==> src/pkg/fspc_pkg.sv <==
// constants, carrier structs and state type for the flash self-program controller
package fspc_pkg;

    // command field of the self-program control register
    localparam int          CMD_W       = 5;
    localparam int          RSVD_W      = 3;
    localparam int          BIT_EN      = 0;
    localparam int          BIT_ERASE   = 1;
    localparam int          BIT_WRITE   = 2;
    localparam int          BIT_READ_FUSE_LOCK_BIT    = 3;
    localparam int          BIT_CLEAR_PAGE_BUFFER_BIT    = 4;
    localparam logic [4:0]  CMD_IDLE    = 5'h00;
    localparam logic [4:0]  PAT_LOAD    = 5'h01;
    localparam logic [4:0]  PAT_ERASE   = 5'h03;
    localparam logic [4:0]  PAT_WRITE   = 5'h05;
    localparam logic [4:0]  PAT_READ_FUSE_LOCK_BIT    = 5'h09;
    localparam logic [4:0]  PAT_CLEAR_PAGE_BUFFER_BIT    = 5'h11;
    localparam logic [2:0]  RSVD_READ   = 3'h0;

    // arming windows in clock cycles
    localparam logic [2:0]  ARM_CYCLES  = 3'h4;
    localparam logic [2:0]  LPM_CYCLES  = 3'h3;

    // flash write time, figures in ns, counts derived from the clock rate
    localparam longint      CLK_HZ        = 125_000_000;
    localparam longint      NS_PER_S      = 1_000_000_000;
    localparam longint      WRITE_MIN_NS  = 3_700_000;
    localparam longint      WRITE_MAX_NS  = 4_500_000;
    localparam longint      WRITE_MIN_CYC = (WRITE_MIN_NS * CLK_HZ + NS_PER_S - 1) / NS_PER_S;
    localparam longint      WRITE_MAX_CYC = (WRITE_MAX_NS * CLK_HZ) / NS_PER_S;

    // readback selection by pointer low bits
    localparam logic [1:0]  ZSEL_FUSE_LOW  = 2'h0;
    localparam logic [1:0]  ZSEL_LOCK      = 2'h1;
    localparam logic [1:0]  ZSEL_FUSE_EXT  = 2'h2;
    localparam logic [1:0]  ZSEL_FUSE_HIGH = 2'h3;

    // lock bits {high, low}; one is unprogrammed
    localparam logic [1:0]  LOCK_ERASED = 2'h3;
    localparam logic [1:0]  LOCK_MODE3  = 2'h0;
    localparam int          LOCK_LOW    = 0;
    localparam logic [5:0]  LOCK_PAD    = 6'h3f;

    // erased flash / buffer word
    localparam logic [15:0] ERASED_WORD = 16'hffff;
    localparam int          FADDR_W     = 15;

    // command towards the flash array
    typedef struct packed {
        logic                erase;
        logic                prog;
        logic [FADDR_W-1:0]  addr;
        logic [15:0]         wdata;
    } fspc_flash_cmd_t;

    // store-program instruction operands
    typedef struct packed {
        logic [15:0] z;
        logic [15:0] data;
    } fspc_spm_req_t;

    // protection levels handed to the external programming logic
    typedef struct packed {
        logic prog_block;
        logic verify_block;
        logic fuse_lock;
        logic debug_read_ok;
    } fspc_lock_ctl_t;

    typedef enum logic [1:0] {ST_IDLE, ST_ARMED, ST_STREAM, ST_BUSY} fspc_state_t;

endpackage

==> src/rtl/fspc_wtimer.sv <==
// flash write duration timer
`timescale 1ns/10ps
module fspc_wtimer #(
    parameter int unsigned CYCLES = 462500
) (
    // clock and reset
    input  wire logic clk_in,
    input  wire logic rst_in,
    // control
    input  wire logic start_in,
    // status
    output logic      busy_out,
    output logic      done_out
);
    localparam int CNT_W = $clog2(CYCLES + 1);
    localparam logic [CNT_W-1:0] LOAD = CNT_W'(CYCLES - 1);
    localparam logic [CNT_W-1:0] ZERO = '0;

    logic [CNT_W-1:0] cnt_q;

    // down counter; done fires on the last cycle of the operation
    always_ff @(posedge clk_in or posedge rst_in) begin
        if (rst_in) begin
            cnt_q    <= ZERO;
            busy_out <= 1'b0;
            done_out <= 1'b0;
        end else if (start_in && !busy_out) begin
            cnt_q    <= LOAD;
            busy_out <= 1'b1;
            done_out <= 1'b0;
        end else if (busy_out) begin
            cnt_q    <= cnt_q - 1'b1;
            done_out <= (cnt_q == CNT_W'(1));
            busy_out <= (cnt_q != ZERO);
        end else begin
            done_out <= 1'b0;
        end
    end
endmodule

==> src/rtl/fspc_ctrl.sv <==
// flash self-program controller: command arming, page buffer, erase/write sequencing, lock bits
`timescale 1ns/10ps
module fspc_ctrl #(
    parameter int unsigned PAGE_WORDS   = 32,
    parameter int unsigned WRITE_CYCLES = 32'(fspc_pkg::WRITE_MIN_CYC)
) (
    // clock and reset
    input  wire logic                   clk_in,
    input  wire logic                   rst_in,
    // control register access from the core
    input  wire logic                   ctrl_wr_in,
    input  wire logic [7:0]             ctrl_wdata_in,
    output logic [7:0]                  ctrl_rdata_out,
    // instruction strobes from the core
    input  wire logic                   spm_in,
    input  wire logic                   lpm_in,
    input  wire fspc_pkg::fspc_spm_req_t spm_req_in,
    output logic                        lpm_hit_out,
    output logic [7:0]                  lpm_data_out,
    output logic                        cpu_halt_out,
    // fuses, eeprom status, chip erase
    input  wire logic                   self_program_fuse_in,
    input  wire logic                   debug_link_fuse_in,
    input  wire logic [7:0]             fuse_low_in,
    input  wire logic [7:0]             fuse_high_in,
    input  wire logic [7:0]             fuse_ext_in,
    input  wire logic                   eeprom_busy_in,
    input  wire logic                   chip_erase_in,
    // lock bit storage
    input  wire logic [1:0]             lock_nv_in,
    output logic [1:0]                  lock_bits_out,
    output fspc_pkg::fspc_lock_ctl_t    lock_ctl_out,
    // flash array
    output fspc_pkg::fspc_flash_cmd_t   flash_cmd_out
);
    localparam int WORD_W = $clog2(PAGE_WORDS);
    localparam int PAGE_W = fspc_pkg::FADDR_W - WORD_W;
    localparam logic [WORD_W-1:0] LAST_WORD = WORD_W'(PAGE_WORDS - 1);
    localparam logic [WORD_W-1:0] WORD_ZERO = '0;
    localparam logic [2:0]        CNT_ZERO  = 3'h0;
    localparam logic [2:0]        CNT_ONE   = 3'h1;

    // accepted command patterns
    function automatic logic is_valid_pat(input logic [4:0] v);
        return (v == fspc_pkg::PAT_CLEAR_PAGE_BUFFER_BIT) || (v == fspc_pkg::PAT_READ_FUSE_LOCK_BIT) ||
               (v == fspc_pkg::PAT_WRITE) || (v == fspc_pkg::PAT_ERASE) ||
               (v == fspc_pkg::PAT_LOAD);
    endfunction

    // commands that start a timed flash write
    function automatic logic is_timed(input logic [4:0] v);
        return (v == fspc_pkg::PAT_ERASE) || (v == fspc_pkg::PAT_WRITE) ||
               (v == fspc_pkg::PAT_READ_FUSE_LOCK_BIT);
    endfunction

    fspc_pkg::fspc_state_t      state_q;
    logic [4:0]                 cmd_q;
    logic [2:0]                 arm_cnt_q;
    logic [2:0]                 lpm_cnt_q;
    logic [WORD_W-1:0]          idx_q;
    logic [PAGE_W-1:0]          page_q;
    logic [1:0]                 lock_q;
    logic [1:0]                 lock_new_q;
    logic                       lock_loaded_q;
    logic [15:0]                buf_q [PAGE_WORDS];

    logic                       wr_ok;
    logic                       armed;
    logic                       spm_allowed;
    logic                       spm_go;
    logic                       start_op;
    logic                       load_op;
    logic                       lpm_read;
    logic                       buf_clear;
    logic                       tmr_busy;
    logic                       tmr_done;
    logic [WORD_W-1:0]          spm_word;
    logic [PAGE_W-1:0]          spm_page;

    // request decode
    assign armed       = (state_q == fspc_pkg::ST_ARMED);
    assign spm_allowed = !self_program_fuse_in;
    // eeprom writes lock out the control register; busy states refuse new commands
    assign wr_ok       = ctrl_wr_in && !eeprom_busy_in &&
                         ((state_q == fspc_pkg::ST_IDLE) || armed) &&
                         is_valid_pat(ctrl_wdata_in[4:0]);
    assign spm_go      = armed && !wr_ok && spm_in;
    assign start_op    = spm_go && spm_allowed && is_timed(cmd_q);
    assign load_op     = spm_go && spm_allowed && (cmd_q == fspc_pkg::PAT_LOAD);
    assign lpm_read    = armed && !wr_ok && !spm_in && lpm_in &&
                         (cmd_q == fspc_pkg::PAT_READ_FUSE_LOCK_BIT) && (lpm_cnt_q != CNT_ZERO);
    assign spm_word    = spm_req_in.z[WORD_W:1];
    assign spm_page    = spm_req_in.z[fspc_pkg::FADDR_W:WORD_W+1];
    assign buf_clear   = (wr_ok && (ctrl_wdata_in[4:0] == fspc_pkg::PAT_CLEAR_PAGE_BUFFER_BIT)) ||
                         (tmr_done && (cmd_q == fspc_pkg::PAT_WRITE));

    // flash write duration; one timer serves erase, write and lock write
    fspc_wtimer #(
        .CYCLES   (WRITE_CYCLES)
    ) u_wtimer (
        .clk_in   (clk_in),
        .rst_in   (rst_in),
        .start_in (start_op),
        .busy_out (tmr_busy),
        .done_out (tmr_done)
    );

    // command sequencer and arming windows
    always_ff @(posedge clk_in or posedge rst_in) begin
        if (rst_in) begin
            state_q   <= fspc_pkg::ST_IDLE;
            cmd_q     <= fspc_pkg::CMD_IDLE;
            arm_cnt_q <= CNT_ZERO;
            lpm_cnt_q <= CNT_ZERO;
        end else begin
            unique case (state_q)
                fspc_pkg::ST_IDLE: begin
                    if (wr_ok) begin
                        cmd_q     <= ctrl_wdata_in[4:0];
                        arm_cnt_q <= fspc_pkg::ARM_CYCLES;
                        lpm_cnt_q <= fspc_pkg::LPM_CYCLES;
                        state_q   <= fspc_pkg::ST_ARMED;
                    end
                end
                fspc_pkg::ST_ARMED: begin
                    if (wr_ok) begin
                        // a fresh write restarts the window with the new pattern
                        cmd_q     <= ctrl_wdata_in[4:0];
                        arm_cnt_q <= fspc_pkg::ARM_CYCLES;
                        lpm_cnt_q <= fspc_pkg::LPM_CYCLES;
                    end else if (start_op) begin
                        // command bits stay set as the busy flag
                        state_q <= (cmd_q == fspc_pkg::PAT_WRITE) ?
                                   fspc_pkg::ST_STREAM : fspc_pkg::ST_BUSY;
                    end else if (spm_go || lpm_read) begin
                        cmd_q   <= fspc_pkg::CMD_IDLE;
                        state_q <= fspc_pkg::ST_IDLE;
                    end else if (arm_cnt_q == CNT_ONE) begin
                        cmd_q   <= fspc_pkg::CMD_IDLE;
                        state_q <= fspc_pkg::ST_IDLE;
                    end else begin
                        arm_cnt_q <= arm_cnt_q - CNT_ONE;
                        if (lpm_cnt_q != CNT_ZERO) begin
                            lpm_cnt_q <= lpm_cnt_q - CNT_ONE;
                        end
                    end
                end
                fspc_pkg::ST_STREAM: begin
                    // stream ends long before the timer, so done is never missed
                    if (idx_q == LAST_WORD) begin
                        state_q <= fspc_pkg::ST_BUSY;
                    end
                end
                fspc_pkg::ST_BUSY: begin
                    if (tmr_done) begin
                        cmd_q   <= fspc_pkg::CMD_IDLE;
                        state_q <= fspc_pkg::ST_IDLE;
                    end
                end
            endcase
        end
    end

    // page address and stream index
    always_ff @(posedge clk_in or posedge rst_in) begin
        if (rst_in) begin
            page_q <= '0;
            idx_q  <= WORD_ZERO;
        end else if (start_op) begin
            page_q <= spm_page;
            idx_q  <= WORD_ZERO;
        end else if (state_q == fspc_pkg::ST_STREAM) begin
            idx_q  <= idx_q + 1'b1;
        end
    end

    // temporary page buffer; erased word reads all ones
    always_ff @(posedge clk_in or posedge rst_in) begin
        if (rst_in) begin
            for (int i = 0; i < PAGE_WORDS; i++) begin
                buf_q[i] <= fspc_pkg::ERASED_WORD;
            end
        end else if (buf_clear) begin
            for (int i = 0; i < PAGE_WORDS; i++) begin
                buf_q[i] <= fspc_pkg::ERASED_WORD;
            end
        end else if (load_op) begin
            buf_q[spm_word] <= spm_req_in.data;
        end
    end

    // commands to the flash array; data pair is never used for erase or write
    always_ff @(posedge clk_in or posedge rst_in) begin
        if (rst_in) begin
            flash_cmd_out <= '0;
        end else begin
            flash_cmd_out.erase <= start_op && (cmd_q == fspc_pkg::PAT_ERASE);
            flash_cmd_out.prog  <= (state_q == fspc_pkg::ST_STREAM);
            if (start_op) begin
                flash_cmd_out.addr  <= {spm_page, WORD_ZERO};
                flash_cmd_out.wdata <= fspc_pkg::ERASED_WORD;
            end else if (state_q == fspc_pkg::ST_STREAM) begin
                flash_cmd_out.addr  <= {page_q, idx_q};
                flash_cmd_out.wdata <= buf_q[idx_q];
            end
        end
    end

    // core halt spans the whole timed erase or write
    always_ff @(posedge clk_in or posedge rst_in) begin
        if (rst_in) begin
            cpu_halt_out <= 1'b0;
        end else if (start_op && (cmd_q != fspc_pkg::PAT_READ_FUSE_LOCK_BIT)) begin
            cpu_halt_out <= 1'b1;
        end else if (tmr_done) begin
            cpu_halt_out <= 1'b0;
        end
    end

    // lock bits: captured from storage after reset, only lowered by software,
    // raised only by chip erase
    always_ff @(posedge clk_in or posedge rst_in) begin
        if (rst_in) begin
            lock_q        <= fspc_pkg::LOCK_ERASED;
            lock_new_q    <= fspc_pkg::LOCK_ERASED;
            lock_loaded_q <= 1'b0;
        end else begin
            if (!lock_loaded_q) begin
                lock_q        <= lock_nv_in;
                lock_loaded_q <= 1'b1;
            end else if (chip_erase_in) begin
                lock_q <= fspc_pkg::LOCK_ERASED;
            end else if (tmr_busy && tmr_done && (cmd_q == fspc_pkg::PAT_READ_FUSE_LOCK_BIT)) begin
                lock_q <= lock_q & lock_new_q;
            end
            if (start_op && (cmd_q == fspc_pkg::PAT_READ_FUSE_LOCK_BIT)) begin
                lock_new_q <= spm_req_in.data[1:0];
            end
        end
    end

    // protection levels derived from the lock bits and the debug link fuse
    always_ff @(posedge clk_in or posedge rst_in) begin
        if (rst_in) begin
            lock_ctl_out  <= '0;
            lock_bits_out <= fspc_pkg::LOCK_ERASED;
        end else begin
            lock_bits_out              <= lock_q;
            // mode 1 leaves prog_block, verify_block and fuse_lock low
            lock_ctl_out.prog_block    <= !lock_q[fspc_pkg::LOCK_LOW];
            lock_ctl_out.fuse_lock     <= !lock_q[fspc_pkg::LOCK_LOW];
            lock_ctl_out.verify_block  <= (lock_q == fspc_pkg::LOCK_MODE3);
            // readout over the debug link ignores lock bits entirely
            lock_ctl_out.debug_read_ok <= !debug_link_fuse_in;
        end
    end

    // fuse and lock readback through the load instruction
    always_ff @(posedge clk_in or posedge rst_in) begin
        if (rst_in) begin
            lpm_hit_out  <= 1'b0;
            lpm_data_out <= 8'h00;
        end else begin
            lpm_hit_out <= lpm_read;
            if (lpm_read) begin
                unique case (spm_req_in.z[1:0])
                    fspc_pkg::ZSEL_FUSE_LOW:  lpm_data_out <= fuse_low_in;
                    fspc_pkg::ZSEL_LOCK:      lpm_data_out <= {fspc_pkg::LOCK_PAD, lock_q};
                    fspc_pkg::ZSEL_FUSE_EXT:  lpm_data_out <= fuse_ext_in;
                    fspc_pkg::ZSEL_FUSE_HIGH: lpm_data_out <= fuse_high_in;
                endcase
            end
        end
    end

    // control register readback, one cycle behind the command bits
    always_ff @(posedge clk_in or posedge rst_in) begin
        if (rst_in) begin
            ctrl_rdata_out <= 8'h00;
        end else begin
            ctrl_rdata_out <= {fspc_pkg::RSVD_READ, cmd_q};
        end
    end

endmodule

==> config.mk <==
export PLATFORM = sky130hd
export DESIGN_NAME = fspc_ctrl
export DESIGN_NICKNAME = d
export VERILOG_FILES = /design/src/pkg/fspc_pkg.sv /design/src/rtl/fspc_wtimer.sv /design/src/rtl/fspc_ctrl.sv
export SDC_FILE = /design/constraint.sdc
export NUM_CORES = 1
export LEC_CHECK = 0
export BUFFER_PORTS_ARGS = -buffer_cell sky130_fd_sc_hd__buf_2
export CAP_MARGIN = 20
export CORE_MARGIN = 1.5
export CORE_UTILIZATION = 45
export CTS_CLUSTER_DIAMETER = 150
export DETAILED_ROUTE_END_ITERATION = 6
export GPL_ROUTABILITY_DRIVEN = 1
export PLACE_DENSITY = 0.63
export SETUP_SLACK_MARGIN = 0.02
export SLEW_MARGIN = 20
export SYNTH_ARGS = -nofsm -noshare
export SYNTH_HDL_FRONTEND = slang
export SYNTH_SLANG_ARGS = --single-unit
==> constraint.sdc <==
create_clock -name clk_in -period 30.4 [get_ports clk_in]
set_clock_uncertainty 0.1 [all_clocks]
set_input_delay 3.04 -clock clk_in [delete_from_list [all_inputs] [get_ports clk_in]]
set_output_delay 3.04 -clock clk_in [all_outputs]
set_load 0.1 [all_outputs]
==> metrics.csv <==
stage;metric;value;unit
run_status;status;finished, final reports clean;
synth;Post-Syn Area;31000;um^2
pwr;Clock Power Share;0.477;
timing;max-slew violations;0;
synth;EDFF count, synth;0;
clocking;clock latency on the worst-skew pair;0.63;ns
flow_run;Max Cap Viol;0;
placement;gpl congestion;0.855;
setup_path;crit-path max cell delay;0.86;ns
synth;top_reg_cell synth;dfstp_2;
pwr;VDD IR-drop max;0.0325;mV
routing;drt first pass iters;5;
die;Core Region;68500;um^2
die;DIE WIDTH;266;um
grt;GR Overflow Total;0;
routing;Routed Antenna Nets;0;
setup_path;cells on worst reg2reg path;7;
setup_path;Worst Setup EP;flash_cmd_out[5]$_DFFE_PP0P_;
clocking;total CTS buffers;69;
setup_path;CP Max Fanout;127;
synth;Synth cell types;71;
timing;RSZ-0062 raised after global routing;false;
setup_path;Critical Path Source;rst_in;
synth;Post-Syn Instances;2786;
die;Cell Rows;96;
finish;nets@finish;2870;
clocking;Longest Clk Path Bufs;3;
timing;setup_tns;0;ns
setup_path;crit path launch type;input port;
synth;Syn Area/Cell;11.1;um^2
clocking;CTS H-tree depth;3;
synth;Seq/Total Area, Yosys;0.520;
synth;synth warn;0;
grt;global-route wire length before repair;132;mm
routing;wire per inst;23.0;um
placement;DP Area;32000;um^2
placement;Cell Count Post-Placement;3597;
setup_path;WP data required;30.97;ns
die;chip height;266;um
setup_path;Bufs and invs on worst path;6;
routing;post-DR vias/cell;5.80;
die;# IOs;132;
finish;Final Util;0.502;
pwr;Psw;0.419;mW
pwr;PD cells;52.2;nW/um^2
pwr;Combinational Power Share;0.048;
finish;fin area;34400;um^2
grt;pin count of the biggest net entering global routing;271;
finish;layout cells sized above 1;0.339;
routing;final WL;85.8;mm
timing;fin crit share;0.213;
clocking;CTS tree;done;
die;starting density of the core;0.453;
synth;Synth Register Bits;619;
routing;DRC;0;
grt;vias in the first global route;21700;
finish;area delta synth->final;10.7;%
pwr;Net Sw Frac;0.233;
setup_path;Worst Path Arrival;7.04;ns
synth;Async SR Flop Fraction;1.00;
placement;I/O Buffers;125;
timing;fmax;155;MHz
setup_path;Critical Path End Type;async pin;
clocking;cts hold-fix bufs;0;
setup_path;worst flop-to-flop path startpoint;idx_q[0]$_DFFE_PP0P_;
timing;slew margin rel.;0.222;
setup_path;critical path, cell by cell;buf_2, inv_8, buf_4, buf_4, buf_4, buf_4;
setup_path;most used cell, CP;buf_4;
setup_path;Worst R2R End;flash_cmd_out[14]$_DFFE_PP0P_;
setup_path;Crit-path slowest cell;buf_4;
timing;Final Hold Viols;0;
pwr;Final Total Pwr;1.80;mW
routing;Starting DRT DRC Count;1929;
setup_path;reg2reg setup slack;26.10;ns
grt;GRT Total Usage;0.244;
clocking;Sinks on Clock Net;619;
clocking;Resized cells post-CTS;0;
grt;initial antenna violation count;5;
setup_path;worst setup path category;in -> async;
timing;setup violators final;0;
clocking;clock slew at reported path FFs;0.06;ns
die;die area;70500;um^2
hold_path;hold crit path type;reg -> reg;
setup_path;Top delay family on crit path;buffers and inverters;
timing;worst-margin pin slew;1.17;ns
clocking;number of setup buffers added after CTS;0;
clocking;Root Driver;clkbuf_16;
pwr;static power due to leakage;16.3;nW
placement;post-DP HPWL;50.9;mm
timing;Final Critical Period;6.47;ns
pwr;Pint;1.38;mW
finish;final cell count without fillers;3724;
routing;vias after detailed routing;21600;
pwr;Sequential Power Share;0.475;
setup_path;Critical Path Stages;6;
[stage by stage]
stage / setup slack, ns / hold WS [ns]
2_1_floorplan: 10.78 / 0.264
3_3_place_gp: 23.22 / 0.280
3_5_place_dp: 23.03 / 0.280
4_1_cts: 23.70 / 0.288
5_1_grt: 23.31 / 0.293
6_report: 23.93 / 0.285
[cells by family after synthesis]
| family | synth area share |
|---|---|
| and+or+nand+nor | 0.161 |
| DFF | 0.520 |
| muxes | 0.228 |
| buffers and inverters | 0.0431 |
| AOI/OAI and AO/OA | 0.0410 |
| xor gates and xnor gates | 0.00282 |
| adders and majority gates | 0.00323 |
| other | 0.000242 |
[state kept, by name (all words and copies together), names as in the netlist, 2 cells and up, named ones only]
name,count
buf_q,512
flash_cmd_out,33
u_wtimer.cnt_q,19
page_q,10
lpm_data_out,8
cmd_q,5
ctrl_rdata_out,5
idx_q,5
arm_cnt_q,3
lock_ctl_out,3
lpm_cnt_q,3
lock_bits_out,2
lock_new_q,2
lock_q,2
[how the worst min path moves through the flow]
stage                     cells after the start                          to             startpoint  slack [ns]
after floorplan                               0  lock_bits_out[1]$_DFF_PP1_  lock_q[1]$_DFFE_PP1P_        0.26
after global placement                        0  lock_bits_out[1]$_DFF_PP1_  lock_q[1]$_DFFE_PP1P_        0.28
after detailed placement                      0  lock_bits_out[1]$_DFF_PP1_  lock_q[1]$_DFFE_PP1P_        0.28
after CTS                                     0  lock_bits_out[1]$_DFF_PP1_  lock_q[1]$_DFFE_PP1P_        0.29
after global routing                          0  lock_bits_out[1]$_DFF_PP1_  lock_q[1]$_DFFE_PP1P_        0.29
final                                         0  lock_bits_out[1]$_DFF_PP1_  lock_q[1]$_DFFE_PP1P_        0.29
[cell type report]
cell class,instances,area [um^2]
repair buffers,174,1040
clock buffers,106,2130
inverters,26,105
diodes,1,2.50
clock inverters,19,199
fillers,6053,34100
well taps,882,1100
flip-flops and latches,619,16100
multi-input cells,1897,13600
[placed cells by master (no fill, tap or decap), types with 16 or more instances in the layout]
cell and instances:
nand2_1 735, dfstp_2 518, mux2i_1 478, nand3_1 169
buf_2 125, dfrtp_1 98, mux4_2 95, clkbuf_16 74
o21ai_0 57, buf_4 45, nor2_1 41, a21oi_1 34
a22oi_1 33, nor3_1 25, inv_1 25, a31oi_1 23
clkbuf_1 16, clkbuf_8 16
[per-layer routing]
layer,global-route usage,vias up,part of all wire
met4,0.0986,6,0.036
met2,0.383,739,0.46
met5,0,-,0.00054
met1,0.330,11100,0.43
met3,0.0513,139,0.071
li1,-,9651,-
[Yosys cell counts, drive strengths merged (6+ instances only)]
cell	instances	area [um^2]
nand3b	9	67.6
clkbuf	104	393
or3	6	37.5
nor4	7	68.8
nand3	176	923
a31oi	23	144
o211ai	11	82.6
o21ai	57	285
a22oi	33	248
mux2	14	158
a32oi	7	68.8
a22o	6	52.6
inv	26	97.6
nor3b	14	116
dfstp	518	13600
nand2	735	2760
nand4	7	43.8
mux2i	478	4780
ha	8	100
xnor2	7	61.3
and3	9	56.3
dfrtp	101	2530
a21oi	34	170
mux4	95	2140
nor2	43	164
nor3	41	360
buf	142	847
nor2b	8	50.1
[power by group through the flow]
stage / combinational [mW] / sequential [mW] / clock (mW)
global route: 0.0941 / 0.853 / 0.902
finish: 0.0868 / 0.852 / 0.856
global placement: 0.0852 / 0.864 / 0
detailed placement: 0.0874 / 0.864 / 0
CTS: 0.0875 / 0.852 / 0.873
floorplan: 0.0494 / 0.873 / 0
(Power assumes the default switching activity.)
